==> src/lpp_pkg.sv <==
/*
 * Package for the latched parallel port: register offsets, status bit
 * positions, attention styles and the reset values of the port state.
 * Assumes a single 200 MHz clock domain and nothing else.
 */
package lpp_pkg;

  // Register offsets within the channel address group
  localparam logic [1:0] LPP_OFS_DATA = 2'h2;
  localparam logic [1:0] LPP_OFS_STATUS = 2'h3;

  // Status bit positions
  localparam int LPP_ST_AVAIL = 0;
  localparam int LPP_ST_TAKEN = 1;

  // Data width of each direction
  localparam int LPP_DW = 8;

  // Reset values
  localparam logic [7:0] LPP_DATA_RST = 8'h00;
  localparam logic LPP_FLAG_RST = 1'b0;

  // Cycles after reset before pin edges count: filter depth plus edge history
  localparam logic [2:0] LPP_SETTLE_CYC = 3'h5;

  // Attention style jumper encodings
  typedef enum logic [1:0] {
    LPP_ATTN_LEVEL_HI,
    LPP_ATTN_LEVEL_LO,
    LPP_ATTN_PULSE_HI,
    LPP_ATTN_PULSE_LO
  } lpp_attn_e;

  // Input latch styles
  typedef enum logic [1:0] {
    LPP_LATCH_EDGE,
    LPP_LATCH_TRANSP_PULSE,
    LPP_LATCH_TRANSP_FULL
  } lpp_latch_e;

  // Host write strobe span, ns, bounding the attention pulse width
  localparam int LPP_CLK_NS = 5;
  localparam int LPP_WR_MIN_NS = 150;
  localparam int LPP_WR_MAX_NS = 1000;
  localparam int LPP_WR_MIN_CYC = (LPP_WR_MIN_NS + LPP_CLK_NS - 1) / LPP_CLK_NS;
  localparam int LPP_WR_MAX_CYC = LPP_WR_MAX_NS / LPP_CLK_NS;

endpackage : lpp_pkg

==> src/lpp_sync_if.sv <==
/*
 * Interface carrying one pin through the three-stage input synchroniser.
 * Assumes the raw level may change at any time relative to clock.
 */
`timescale 1ns/100ps
interface lpp_sync_if;
  logic raw;
  logic clean;
  modport syncer (input raw, output clean);
  modport user (output raw, input clean);
endinterface : lpp_sync_if

==> src/lpp_port.sv <==
/*
 * Latched parallel port: one input byte, one output byte at a data
 * address and a two-bit status at the next address, reached by plain
 * I/O read and write strobes. Assumes a one-cycle io_rd/io_wr pulse per
 * access from logic on the same clock; pins come from outside the domain.
 */
// Overview of operation
// RL1 - Data at base plus 2, status plus 3
// RL2 - Status bit0 available, bit1 taken, rest zero
// RL3 - Eight input lines, eight output lines
// RL4 - No programming; switches and jumpers only
// RL5 - Strobe captures input, sets available flag
// RL6 - Edge latch polarity follows strobe select
// RL7 - Transparent during pulse, held at its end
// RL8 - Open strobe with select on: always live
// RL9 - Output enable drives data, clears attention
// RL10 - Enable polarity follows its select switch
// RL11 - Attention: level high/low, pulse high/low
// RL12 - Level mode: write while disabled asserts attention
// RL13 - Level mode: enabling returns attention inactive
// RL14 - Attention state readable via status
// RL15 - Pulse mode: pulse as wide as write
// RL16 - Peripheral keeps outputs enabled in pulse mode
// RL17 - Data read clears available; irq follows it
// RL18 - Reset leaves flags and attention inactive
`timescale 1ns/100ps
module lpp_port (
  input wire logic clock,
  input wire logic resetn,
  input wire logic [1:0] io_addr,
  input wire logic io_rd,
  input wire logic io_wr,
  input wire logic io_wr_strobe,
  input wire logic [7:0] io_wdata,
  output logic [7:0] io_rdata,
  input wire logic strobe_polarity_select,
  input wire logic output_enable_polarity_select,
  input wire logic [1:0] attention_style_jumper,
  input wire logic [1:0] latch_style_select,
  input wire logic [7:0] par_in,
  input wire logic par_strobe,
  input wire logic par_oe,
  output logic [7:0] par_out,
  output logic par_out_oe,
  output logic attention,
  output logic input_irq
);

  logic strobe_clean;
  logic oe_clean;
  logic [7:0] in_clean;
  logic strobe_d_r;
  logic oe_on_d_r;
  logic [7:0] in_data_r;
  logic [7:0] out_data_r;
  logic input_available_flag_r;
  logic output_taken_flag_r;
  logic attn_flag_r;
  logic attn_level;
  logic [2:0] settle_cnt_r;
  logic settled;
  logic strobe_active;
  logic strobe_edge;
  logic strobe_end;
  logic oe_on;
  logic oe_rise;
  logic data_wr;
  logic data_rd;
  logic status_rd;
  logic transparent;
  logic attn_pulse_mode;
  logic attn_low_style;
  logic [7:0] in_view;
  lpp_pkg::lpp_latch_e latch_style;
  lpp_pkg::lpp_attn_e attn_style;

  lpp_sync_if strobe_if ();
  lpp_sync_if oe_if ();
  lpp_sync_if in_if [lpp_pkg::LPP_DW] ();

  // Control pins pass the three-flop filter
  assign strobe_if.raw = par_strobe;
  assign oe_if.raw = par_oe;
  assign strobe_clean = strobe_if.clean;
  assign oe_clean = oe_if.clean;

  lpp_sync #(.RST_VAL(1'b0)) u_sync_strobe (
    .clock(clock),
    .resetn(resetn),
    .sig(strobe_if)
  );

  lpp_sync #(.RST_VAL(1'b0)) u_sync_oe (
    .clock(clock),
    .resetn(resetn),
    .sig(oe_if)
  );

  // One filter per input data line
  for (genvar gi = 0; gi < lpp_pkg::LPP_DW; gi++) begin : g_in
    assign in_if[gi].raw = par_in[gi];
    assign in_clean[gi] = in_if[gi].clean;
    lpp_sync #(.RST_VAL(1'b0)) u_sync_in (
      .clock(clock),
      .resetn(resetn),
      .sig(in_if[gi])
    );
  end

  // Switch and jumper decode; no software mode setting exists [RL4]
  assign latch_style = lpp_pkg::lpp_latch_e'(latch_style_select);
  assign attn_style = lpp_pkg::lpp_attn_e'(attention_style_jumper);
  assign attn_pulse_mode = (attn_style == lpp_pkg::LPP_ATTN_PULSE_HI) ||
                           (attn_style == lpp_pkg::LPP_ATTN_PULSE_LO);
  assign attn_low_style = (attn_style == lpp_pkg::LPP_ATTN_LEVEL_LO) ||
                          (attn_style == lpp_pkg::LPP_ATTN_PULSE_LO);

  // Strobe active level follows the polarity select [RL6] [RL7]
  assign strobe_active = strobe_polarity_select ? strobe_clean : ~strobe_clean;
  // Capturing edge: rising of the active level in edge mode [RL6]
  assign strobe_edge = settled & strobe_active & ~strobe_d_r;
  // Pulse end: active level just dropped [RL7]
  assign strobe_end = settled & ~strobe_active & strobe_d_r;

  // Output enable decode: low enables with select on [RL10]
  assign oe_on = output_enable_polarity_select ? ~oe_clean : oe_clean;
  assign oe_rise = settled & oe_on & ~oe_on_d_r;

  // Filters start from their reset level, not the pin's idle level, so the
  // first edges after reset are false; a strobe in that window is not counted
  always_ff @(posedge clock or negedge resetn) begin
    if (!resetn) begin
      settle_cnt_r <= 3'h0;
    end else if (settle_cnt_r != lpp_pkg::LPP_SETTLE_CYC) begin
      settle_cnt_r <= settle_cnt_r + 3'h1;
    end
  end
  assign settled = (settle_cnt_r == lpp_pkg::LPP_SETTLE_CYC); // [RL18]

  // Bus decode at the two documented offsets [RL1]
  assign data_wr = io_wr && (io_addr == lpp_pkg::LPP_OFS_DATA);
  assign data_rd = io_rd && (io_addr == lpp_pkg::LPP_OFS_DATA);
  assign status_rd = io_rd && (io_addr == lpp_pkg::LPP_OFS_STATUS);

  // Live data shown while transparent [RL7] [RL8]
  always_comb begin
    transparent = 1'b0;
    unique case (latch_style)
      lpp_pkg::LPP_LATCH_EDGE: transparent = 1'b0;
      lpp_pkg::LPP_LATCH_TRANSP_PULSE: transparent = strobe_active;
      lpp_pkg::LPP_LATCH_TRANSP_FULL: transparent = 1'b1;
      default: transparent = 1'b1;
    endcase
  end
  assign in_view = transparent ? in_clean : in_data_r;

  // Edge history of strobe and enable
  always_ff @(posedge clock or negedge resetn) begin
    if (!resetn) begin
      strobe_d_r <= 1'b0;
      oe_on_d_r <= 1'b0;
    end else begin
      strobe_d_r <= strobe_active;
      oe_on_d_r <= oe_on;
    end
  end

  // Input register: capture on edge or on each cycle of the pulse [RL3] [RL5] [RL6] [RL7]
  always_ff @(posedge clock or negedge resetn) begin
    if (!resetn) begin
      in_data_r <= lpp_pkg::LPP_DATA_RST;
    end else if (latch_style == lpp_pkg::LPP_LATCH_EDGE && strobe_edge) begin
      in_data_r <= in_clean;
    end else if (latch_style == lpp_pkg::LPP_LATCH_TRANSP_PULSE && strobe_active &&
                 settled) begin
      in_data_r <= in_clean;
    end
  end

  // Available flag: set by a strobe, cleared by a data read; set wins
  always_ff @(posedge clock or negedge resetn) begin
    if (!resetn) begin
      input_available_flag_r <= lpp_pkg::LPP_FLAG_RST; // [RL18]
    end else if ((latch_style == lpp_pkg::LPP_LATCH_EDGE && strobe_edge) ||
                 (latch_style == lpp_pkg::LPP_LATCH_TRANSP_PULSE && strobe_end)) begin
      input_available_flag_r <= 1'b1; // [RL5]
    end else if (data_rd) begin
      input_available_flag_r <= 1'b0; // [RL17]
    end
  end

  // Output register written by the processor [RL3]
  always_ff @(posedge clock or negedge resetn) begin
    if (!resetn) begin
      out_data_r <= lpp_pkg::LPP_DATA_RST;
    end else if (data_wr) begin
      out_data_r <= io_wdata;
    end
  end

  // Attention flag for level styles: write sets, enabling clears [RL12] [RL13]
  always_ff @(posedge clock or negedge resetn) begin
    if (!resetn) begin
      attn_flag_r <= lpp_pkg::LPP_FLAG_RST; // [RL18]
    end else if (attn_pulse_mode) begin
      attn_flag_r <= 1'b0;
    end else if (data_wr && !oe_on) begin
      attn_flag_r <= 1'b1; // [RL12]
    end else if (oe_rise) begin
      attn_flag_r <= 1'b0; // [RL9] [RL13]
    end
  end

  // Taken flag: set when an enable clears pending attention, cleared by a new write
  always_ff @(posedge clock or negedge resetn) begin
    if (!resetn) begin
      output_taken_flag_r <= lpp_pkg::LPP_FLAG_RST; // [RL18]
    end else if (oe_rise && attn_flag_r) begin
      output_taken_flag_r <= 1'b1; // [RL9]
    end else if (data_wr) begin
      output_taken_flag_r <= 1'b0;
    end
  end

  // Attention pin: level from the flag, or pulse as wide as the write strobe
  always_comb begin
    attn_level = attn_pulse_mode ? io_wr_strobe : attn_flag_r; // [RL11] [RL15]
    attention = attn_low_style ? ~attn_level : attn_level; // [RL11] [RL18]
  end

  // Output drivers follow the decoded enable; pulse use expects it held on
  assign par_out = out_data_r;
  assign par_out_oe = oe_on; // [RL9] [RL10] [RL16]

  // Read data: input byte or status; taken shows attention cleared [RL2] [RL14]
  always_comb begin
    io_rdata = 8'h00;
    if (io_addr == lpp_pkg::LPP_OFS_DATA) begin
      io_rdata = in_view; // [RL8]
    end else if (io_addr == lpp_pkg::LPP_OFS_STATUS) begin
      io_rdata[lpp_pkg::LPP_ST_AVAIL] = input_available_flag_r; // [RL2]
      io_rdata[lpp_pkg::LPP_ST_TAKEN] = output_taken_flag_r; // [RL2] [RL14]
    end
  end

  // Input interrupt request while data waits [RL17]
  assign input_irq = input_available_flag_r;

endmodule : lpp_port

==> src/lpp_sync.sv <==
/*
 * Three-flop synchroniser with agreement filter for one pin.
 * Assumes clock at 200 MHz and an asynchronous active-low reset.
 */
`timescale 1ns/100ps
module lpp_sync #(
  parameter logic RST_VAL = 1'b0
) (
  input wire logic clock,
  input wire logic resetn,
  lpp_sync_if.syncer sig
);

  logic s1_r;
  logic s2_r;
  logic s3_r;
  logic clean_r;

  // Shift chain; only the second stage reads the first
  always_ff @(posedge clock or negedge resetn) begin
    if (!resetn) begin
      s1_r <= RST_VAL;
      s2_r <= RST_VAL;
      s3_r <= RST_VAL;
    end else begin
      s1_r <= sig.raw;
      s2_r <= s1_r;
      s3_r <= s2_r;
    end
  end

  // Accept a change once stages two and three agree
  always_ff @(posedge clock or negedge resetn) begin
    if (!resetn) begin
      clean_r <= RST_VAL;
    end else if (s2_r == s3_r) begin
      clean_r <= s2_r;
    end
  end

  assign sig.clean = clean_r;

endmodule : lpp_sync

==> config.mk <==
export PLATFORM = sky130hd
export DESIGN_NAME = lpp_port
export DESIGN_NICKNAME = d
export VERILOG_FILES = /design/src/lpp_pkg.sv /design/src/lpp_sync_if.sv /design/src/lpp_port.sv /design/src/lpp_sync.sv
export SDC_FILE = /design/constraint.sdc
export NUM_CORES = 1
export LEC_CHECK = 0
export BUFFER_PORTS_ARGS = -buffer_cell sky130_fd_sc_hd__buf_2
export CELL_PAD_IN_SITES_DETAIL_PLACEMENT = 1
export CELL_PAD_IN_SITES_GLOBAL_PLACEMENT = 2
export CORE_MARGIN = 2
export CORE_UTILIZATION = 39
export DETAILED_ROUTE_END_ITERATION = 8
export PLACE_DENSITY = 0.92
export SLEW_MARGIN = 20
export SYNTH_ARGS = -nofsm -noshare
export SYNTH_HDL_FRONTEND = slang
export SYNTH_HIERARCHICAL = 1
export SYNTH_SLANG_ARGS = --single-unit
==> constraint.sdc <==
create_clock -name clock -period 3.35 [get_ports clock]
set_clock_uncertainty 0.1 [all_clocks]
set_input_delay 0.335 -clock clock [delete_from_list [all_inputs] [get_ports clock]]
set_output_delay 0.335 -clock clock [all_outputs]
set_load 0.02 [all_outputs]
==> summary.md, run 1 <==
| Metric | Value |
|---|---|
| Synthesized flop and latch total | 64 |
| Num CTS Buffers | 9 |
| Crit path kind | flip-flop to primary output |
| WL/cell | 13.4 um |
| Clock slew at reported path FFs | 60 ps |
| Fraction of synthesized area in multiplexers | 11.3% |
| Rows | 28 |
| Met3 wire length | 207 um |
| Synth warn | 6 |
| Max VDD drop | 0.000308 V |
| Number of port buffers | 49 |
| Pleak | 1.33 nW |
| Layout area overhead | 24.4% |
| Synth Net Count | 186 |
| Post-Syn Area | 2310 um2 |
| Worst Setup Slack, final | 837 ps |
| Io pins | 50 |
| Clock Latency Late Sink | 320 ps |
| Met1 Wirelength | 1.74 mm |
| Global placer's final weighted congestion | 0.761 |
| Critical Path Source Type | flip-flop |
| Metal2 WL | 1.92 mm |
| Antenna Nets Post-Route | 0 |
| Power density cells | 620 nW/um2 |
| Largest net degree at the start of global routing | 45 |
| Tightest Hold Check Type | primary input to flip-flop |
| Pre-CTS setup slack | 1080 ps |
| Fraction of layout cells with a size suffix above 1 | 43.2% |
| Max Cap Viol | 0 |
| # H-tree levels | 3 |
| Largest buffer count on any clock path | 2 |
| Endpoints failing hold | 0 |
| Tcrit/Tclk final | 75.0% |
| # setup viols final | 0 |
| CTS tree | built |
| Die X | 81 um |
| Via/cell ratio | 4.68 |
| RSZ-0062 raised after global routing | no |
| Critical Path RT | 2910 ps |
| Compound-gate portion of the synthesized area | 5.03% |
| TNS Setup | 0 ps |
| Max transition margin | 55.8% |
| Post-Layout Cell Count | 295 |
| Dpl cell area | 2660 um2 |
| Die ar. | 6560 um2 |
| Core area | 5820 um2 |
| Simple-gate share of the synthesized area | 5.84% |
| Hpwl dp | 2.91 mm |
| Initial antenna violation count | 0 |
| Total setup buffers inserted after CTS | 0 |
| Vias in the first global route | 1,389 |
| Chip height | 81 um |
| GRT Overall Usage | 13.7% |
| XOR/XNOR Fraction of Synth Area | 1.52% |
| Post-Layout Inst Area | 2880 um2 |
| Residual DRC | 0 |
| Final global-route overflow total | 0 |
| CP Max Fanout | 6 |
| Initial Util | 39.8% |
| Post-Syn Instances | 153 |
| Largest family of logic cells by synthesized area | multiplexers |
| Vias | 1,380 |
| Crit path DAT | 2080 ps |
| Measured slew at the worst slew-check pin | 662 ps |
| Share of the synthesized area in the top cell type | 69.3% |
| CTS sink count | 64 |
| Largest area contributor in the netlist | dfrtp_1 |
| Ranking of synthesized cells by area | dfrtp_1 69%, mux2_2 7.8%, maj3_2 4.9%, mux2i_1 3.5%, nand2_1 2.8% |
| Clk root buf | clkbuf_8 |
| # fillers | 628 |
| Iteration-0 DRC Markers | 56 |
| Yosys cell types | 25 |
| Outcome | completed |
| CP endpoint kind | primary output |
| Final WL | 3.94 mm |
| Syn Area/Cell | 15.1 um2 |
| DR pass1 iterations | 4 |
| Top routing layer in use | met4 |
| Dpl cells | 277 |
| Ant diodes | 0 |
| Tmin final | 2510 ps |
| Pins over their slew limit | 0 |
| Peak Freq | 398 MHz |
| Register area share after synthesis | 69.3% |
| Final Net Count | 249 |
| Post-Synth Adder-Cell Area | 5.95% |
| First-pass GRT wire length | 6.59 mm |
[power breakdown]
part	internal, mW	switching [mW]
combinational	0.120	0.127
sequential	0.865	0.0515
clock	0.359	0.260
[state kept, by name (all words and copies together) (netlist names), 3 cells and up]
name                      flops
g_in.u_sync_in/s1_r           8
g_in.u_sync_in/s2_r           8
g_in.u_sync_in/s3_r           8
g_in.u_sync_in/sig.clean      8
in_data_r                     8
par_out                       8
settle_cnt_r                  3
[critical path, stage by stage (launching register included)]
cell and delay, ps:
dfrtp_1 400, xor2_1 350, inv_1 170, a21oi_2 430
mux2i_1 230, buf_2 180
[cell usage in the layout, fill, tap and decap left out]
master	count
a22o_1	2
clkbuf_8	10
maj3_2	10
nand2b_1	2
or2_2	1
clkbuf_1	2
inv_1	5
nand3_1	1
o31ai_1	1
a2111oi_4	1
mux2i_1	8
a21oi_2	1
clkinvlp_4	1
xor2_1	2
bufinv_16	1
a21oi_1	2
mux2_2	16
clkinv_2	1
buf_2	49
o311a_1	4
buf_4	2
nand2_1	17
ha_1	2
nor2_1	5
dfrtp_1	64
nor2b_1	1
o21ai_0	1
dlygate4sd3_1	3
nor3_1	1
xnor2_1	2
or4_2	2
[cell families after synthesis]
family,after synthesis
flip-flops,64
adder cells (fa/ha/maj),12
multiplexers,24
AND/OR/NAND/NOR,30
buffers and inverters,7
XOR/XNOR,4
AO/OA/AOI/OAI,12
[metrics by stage]
step / hold slack (ps) / power [mW] / util, %
after global placement: 217 / 1.17 / 45.7
after CTS: 1.70 / 1.82 / 49.3
final: 20.0 / 1.78 / 49.5
after detailed placement: 215 / 1.18 / 45.7
after global routing: 0.164 / 1.88 / 49.5
after floorplan: -60.6 / 1.08 / -
[Yosys cell counts]
library cell / count
clkbuf_1: 1
o21ai_0: 1
maj3_2: 10
inv_1: 5
buf_1: 1
nor3_1: 1
a22o_1: 2
nor2b_1: 1
ha_1: 2
o31ai_1: 1
nand2_1: 17
dfrtp_1: 64
or4_2: 2
xor2_1: 2
o311a_1: 4
or2_2: 1
a21oi_1: 2
a21oi_2: 1
nor2_1: 5
xnor2_1: 2
nand3_1: 1
mux2_2: 16
nand2b_1: 2
a2111oi_4: 1
mux2i_1: 8
[layout make-up]
type / count / area, um2 / area share (%)
Sequential cell: 64 / 1600 / 55.7
Clock buffer: 12 / 145 / 5.05
Multi-Input combinational cell: 82 / 684 / 23.8
Timing Repair Buffer: 54 / 290 / 10.1
Inverter: 5 / 18.8 / 0.652
Tap cell: 75 / 93.8 / 3.26
Clock inverter: 3 / 42.5 / 1.48
[per-layer routing]
layer	GRT usage (%)	vias up
li1	-	653
met1	17.7	691
met2	20.0	31
met3	5.44	5
met4	7.12	0
met5	0	-
[repair_timing]
item,in CTS,in global routing
resized for setup,0,0
endpoints found under the hold margin,21,1
hold buffers,2,1
[worst paths after layout]
path                       slack, ps                                 from  cells after the start                                to
max reg2reg                     1270          settle_cnt_r[1]$_DFFE_PN0P_                      5          in_data_r[3]$_DFFE_PN0P_
min in group asynchronous        420                               resetn                      2          in_data_r[7]$_DFFE_PN0P_
min                               20                            par_in[2]                      1  g_in[2].u_sync_in/s1_r$_DFF_PN0_
min reg2reg                      250     g_in[4].u_sync_in/s1_r$_DFF_PN0_                      0  g_in[4].u_sync_in/s2_r$_DFF_PN0_
max                              840  u_sync_strobe/sig.clean$_DFFE_PN0N_                      5                       io_rdata[3]
max in group asynchronous       1840                               resetn                      3  g_in[6].u_sync_in/s3_r$_DFF_PN0_
(Power assumes the default switching activity.)
==> run 2, diff against run 1 <==
--- a/config.mk
+++ b/config.mk
@@ -5,13 +5,14 @@
 export SDC_FILE = /design/constraint.sdc
 export NUM_CORES = 1
 export LEC_CHECK = 0
+export ABC_AREA = 1
 export BUFFER_PORTS_ARGS = -buffer_cell sky130_fd_sc_hd__buf_2
 export CELL_PAD_IN_SITES_DETAIL_PLACEMENT = 1
 export CELL_PAD_IN_SITES_GLOBAL_PLACEMENT = 2
 export CORE_MARGIN = 2
-export CORE_UTILIZATION = 39
+export CORE_UTILIZATION = 30
 export DETAILED_ROUTE_END_ITERATION = 8
-export PLACE_DENSITY = 0.92
+export PLACE_DENSITY = 0.84
 export SLEW_MARGIN = 20
 export SYNTH_ARGS = -nofsm -noshare
 export SYNTH_HDL_FRONTEND = slang
==> constraint.sdc (replaced) <==
create_clock -name clock -period 2.3 [get_ports clock]
set_clock_uncertainty 0.1 [all_clocks]
set_input_delay 0.23 -clock clock [delete_from_list [all_inputs] [get_ports clock]]
set_output_delay 0.23 -clock clock [all_outputs]
set_load 0.02 [all_outputs]
==> summary.md, run 2 <==
| Metric | Value |
|---|---|
| Max Cap Viol | 0 (unchanged) |
| CTS sink count | 64 (unchanged) |
| # H-tree levels | 3 (unchanged) |
| Initial Util | 31.2% (-8.5 points) |
| Hpwl dp | 3.58 mm (+23%) |
| Peak Freq | 501 MHz |
| Die ar. | 8820 um2 (+34%) |
| Most frequent cells in the layout | 71 x nand2_1, 64 x dfrtp_1, 49 x buf_2, 25 x nand3_1 |
| Tmin final | 1990 ps |
| Post-Layout Cell Count | 420 (+42%) |
| Antenna Nets Post-Route | 0 (unchanged) |
| Register area share after synthesis | 66.0% (-3.2 points) |
| Tightest Hold Check Type | primary input to flip-flop |
| # setup viols final | 0 (unchanged) |
| Measured slew at the worst slew-check pin | 619 ps (-43.1 ps) |
| Crit path DAT | 1660 ps (-420 ps) |
| TNS Setup | 0 ps (unchanged) |
| Post-synth top cells | 71 x nand2_1, 64 x dfrtp_1, 25 x nand3_1, 19 x inv_1, 17 x a21oi_1 |
| # fillers | 918 (+46%) |
| GRT Overall Usage | 13.4% (-0.29 points) |
| Number of port buffers | 49 (unchanged) |
| Clock Latency Late Sink | 330 ps (about the same) |
| Fin Hold WS | 71.4 ps (+51.4 ps) |
| Max VDD drop | 0.000288 V (-6.3%) |
| Chip height | 93.9 um (+16%) |
| Total power | 2.73 mW (+53%) |
| CP Max Fanout | 9 (+3) |
| WL/cell | 12.4 um (-7.0%) |
| Ranking of synthesized cells by area | dfrtp_1 66%, nand2_1 11%, nand3_1 5.2%, a21oi_1 3.5%, inv_1 2.9% |
| First-pass GRT wire length | 9.14 mm (+39%) |
| Tcrit/Tclk final | 86.7% |
| Number of enable flip-flop cells after synthesis | 0 (unchanged) |
| Vias in the first global route | 1,950 (+40%) |
| Largest area contributor in the netlist | dfrtp_1 |
| Vias | 1,845 (+34%) |
| Total setup buffers inserted after CTS | 0 (unchanged) |
| Crit path kind | flip-flop to primary output |
| Final Net Count | 348 (+40%) |
| CP endpoint kind | primary output |
| Share of the synthesized area in the top cell type | 66.0% (-3.2 points) |
| Dpl cells | 387 (+40%) |
| Via/cell ratio | 4.39 (-6.1%) |
| Power density cells | 850 nW/um2 (+37%) |
| Core area | 7770 um2 (+34%) |
| Clk root buf | clkbuf_8 |
| Rows | 32 (+14%) |
| Synthesized flop and latch total | 64 (unchanged) |
| Die X | 93.9 um (+16%) |
| Iteration-0 DRC Markers | 69 (+23%) |
| Layout area overhead | 32.5% |
| R2R Path End | in_data_r[4]$_DFFE_PN0P_ |
| Post-Syn Instances | 235 (+54%) |
| Largest buffer count on any clock path | 2 (unchanged) |
| CP Launch Point | u_sync_strobe/sig.clean$_DFFE_PN0N_ |
| Global placer's final weighted congestion | 0.708 (-7.0%) |
| Worst Reg2Reg Path Length in Cells | 8 (+3) |
| Final global-route overflow total | 0 (unchanged) |
| Main synth FF type | dfrtp_1 |
| Pre-CTS setup slack | 631 ps (-448 ps) |
| Yosys cell types | 18 (-28%) |
| Max transition margin | 58.7% (+2.9 points) |
| CTS tree | built |
| Post-Layout Inst Area | 3210 um2 (+12%) |
| Largest net degree at the start of global routing | 29 (-36%) |
| Io pins | 50 (unchanged) |
| Leading cell type in the layout, fill and taps excluded | nand2_1 |
| Crit path capture | io_rdata[2] |
| Outcome | completed |
| Residual DRC | 0 (unchanged) |
| Final WL | 5.22 mm (+32%) |
| Ant diodes | 0 (unchanged) |
| Dpl cell area | 2810 um2 (+5.8%) |
| Critical Path Source Type | flip-flop |
| Pins over their slew limit | 0 (unchanged) |
| Top-count cell post-synth | nand2_1 |
| Synth warn | 6 (unchanged) |
| Fraction of layout cells with a size suffix above 1 | 25.2% (-18 points) |
| Post-Syn Area | 2420 um2 (+4.9%) |
| Synth Net Count | 268 (+44%) |
| Slack of the worst reg-to-reg path | 830 ps (-440 ps) |
| FFs w/ async S/R, synth | 100% (unchanged) |
| Critical Path RT | 1970 ps (-940 ps) |
| Post-layout util | 41.4% (-8.1 points) |
| Worst Setup Slack, final | 305 ps (-532 ps) |
| Worst r2r src | settle_cnt_r[1]$_DFFE_PN0P_ |
| Syn Area/Cell | 10.3 um2 (-32%) |
| Post_cts resized | 0 (unchanged) |
| Num CTS Buffers | 9 (unchanged) |
| Initial antenna violation count | 0 (unchanged) |
| Pleak | 1.63 nW (+22%) |
| Clock slew at reported path FFs | 60 ps (about the same) |
| Endpoints failing hold | 0 (unchanged) |
| RSZ-0062 raised after global routing | no |
| DR pass1 iterations | 4 (unchanged) |
==> run 2: changes by cell type after synthesis, sizes merged, moves of 4 or more <==
cell | before | now
maj3 | 10 | 0
o311a | 4 | 0
nor2 | 5 | 15
a21oi | 3 | 17
inv | 5 | 24
nand2 | 17 | 77
mux2 | 16 | 0
mux2i | 8 | 0
nand3 | 1 | 27
==> run 2: critical path: stages, from the launching register on <==
cell	delay, ps
dfrtp_1	430
inv_2	70
nand2_1	60
nand2_1	90
nand2_2	130
nand2_2	160
nand2_1	70
a21oi_1	140
buf_2	190
==> run 2: report_power, final <==
part / internal [mW] / total (mW) / switching, mW
Clock: 0.629 / 1.05 / 0.419
Sequential: 1.24 / 1.31 / 0.0715
Combinational: 0.150 / 0.370 / 0.220
Total: 2.02 / 2.73 / 0.710
==> run 2: cell families (layout without fill, tap and decap cells) <==
logic type | Yosys count | in the layout | share of synthesized area (%)
XOR/XNOR | 4 | 4 | 1.45
AO/OA/AOI/OAI | 20 | 20 | 4.23
adder cells (fa/ha/maj) | 2 | 2 | 1.03
AND/OR/NAND/NOR | 120 | 120 | 23.1
flip-flops | 64 | 64 | 66.0
buffers and inverters | 25 | 108 | 4.18
==> run 2: worst min-delay path by stage <==
stage / from / to / slack (ps) / depth (start not counted)
6_report: output_enable_polarity_select / oe_on_d_r$_DFF_PN0_ / 70 / 2
5_1_grt: output_enable_polarity_select / oe_on_d_r$_DFF_PN0_ / 90 / 2
4_1_cts: output_enable_polarity_select / oe_on_d_r$_DFF_PN0_ / 60 / 2
3_5_place_dp: resetn / g_in[2].u_sync_in/s1_r$_DFF_PN0_ / 180 / 1
3_3_place_gp: resetn / g_in[2].u_sync_in/s1_r$_DFF_PN0_ / 180 / 1
2_1_floorplan: resetn / attn_flag_r$_DFFE_PN0P_ / -170 / 0
==> run 2: cell type report <==
type,count,area (um2),area share [%]
timing repair buffer,70,463,14.4
sequential,64,1600,49.8
clock buffer,11,141,4.40
inverter,24,90.1,2.80
multi-input combinational,146,722,22.5
clock inverter,3,67.6,2.10
tap,102,128,3.97
==> run 2: per-layer routing <==
| metal | wire, um | track usage [%] | vias to the layer above |
|---|---|---|---|
| met5 | 0 | 0 | - |
| met4 | 107 | 6.52 | 0 |
| met3 | 137 | 2.97 | 9 |
| met2 | 2710 | 21.8 | 28 |
| met1 | 2260 | 16.9 | 905 |
| li1 | - | - | 903 |
==> run 2: timing repair <==
action,in CTS,in global routing
hold buffers,19,0
setup endpoints to repair,0,0
endpoints found under the hold margin,43,0
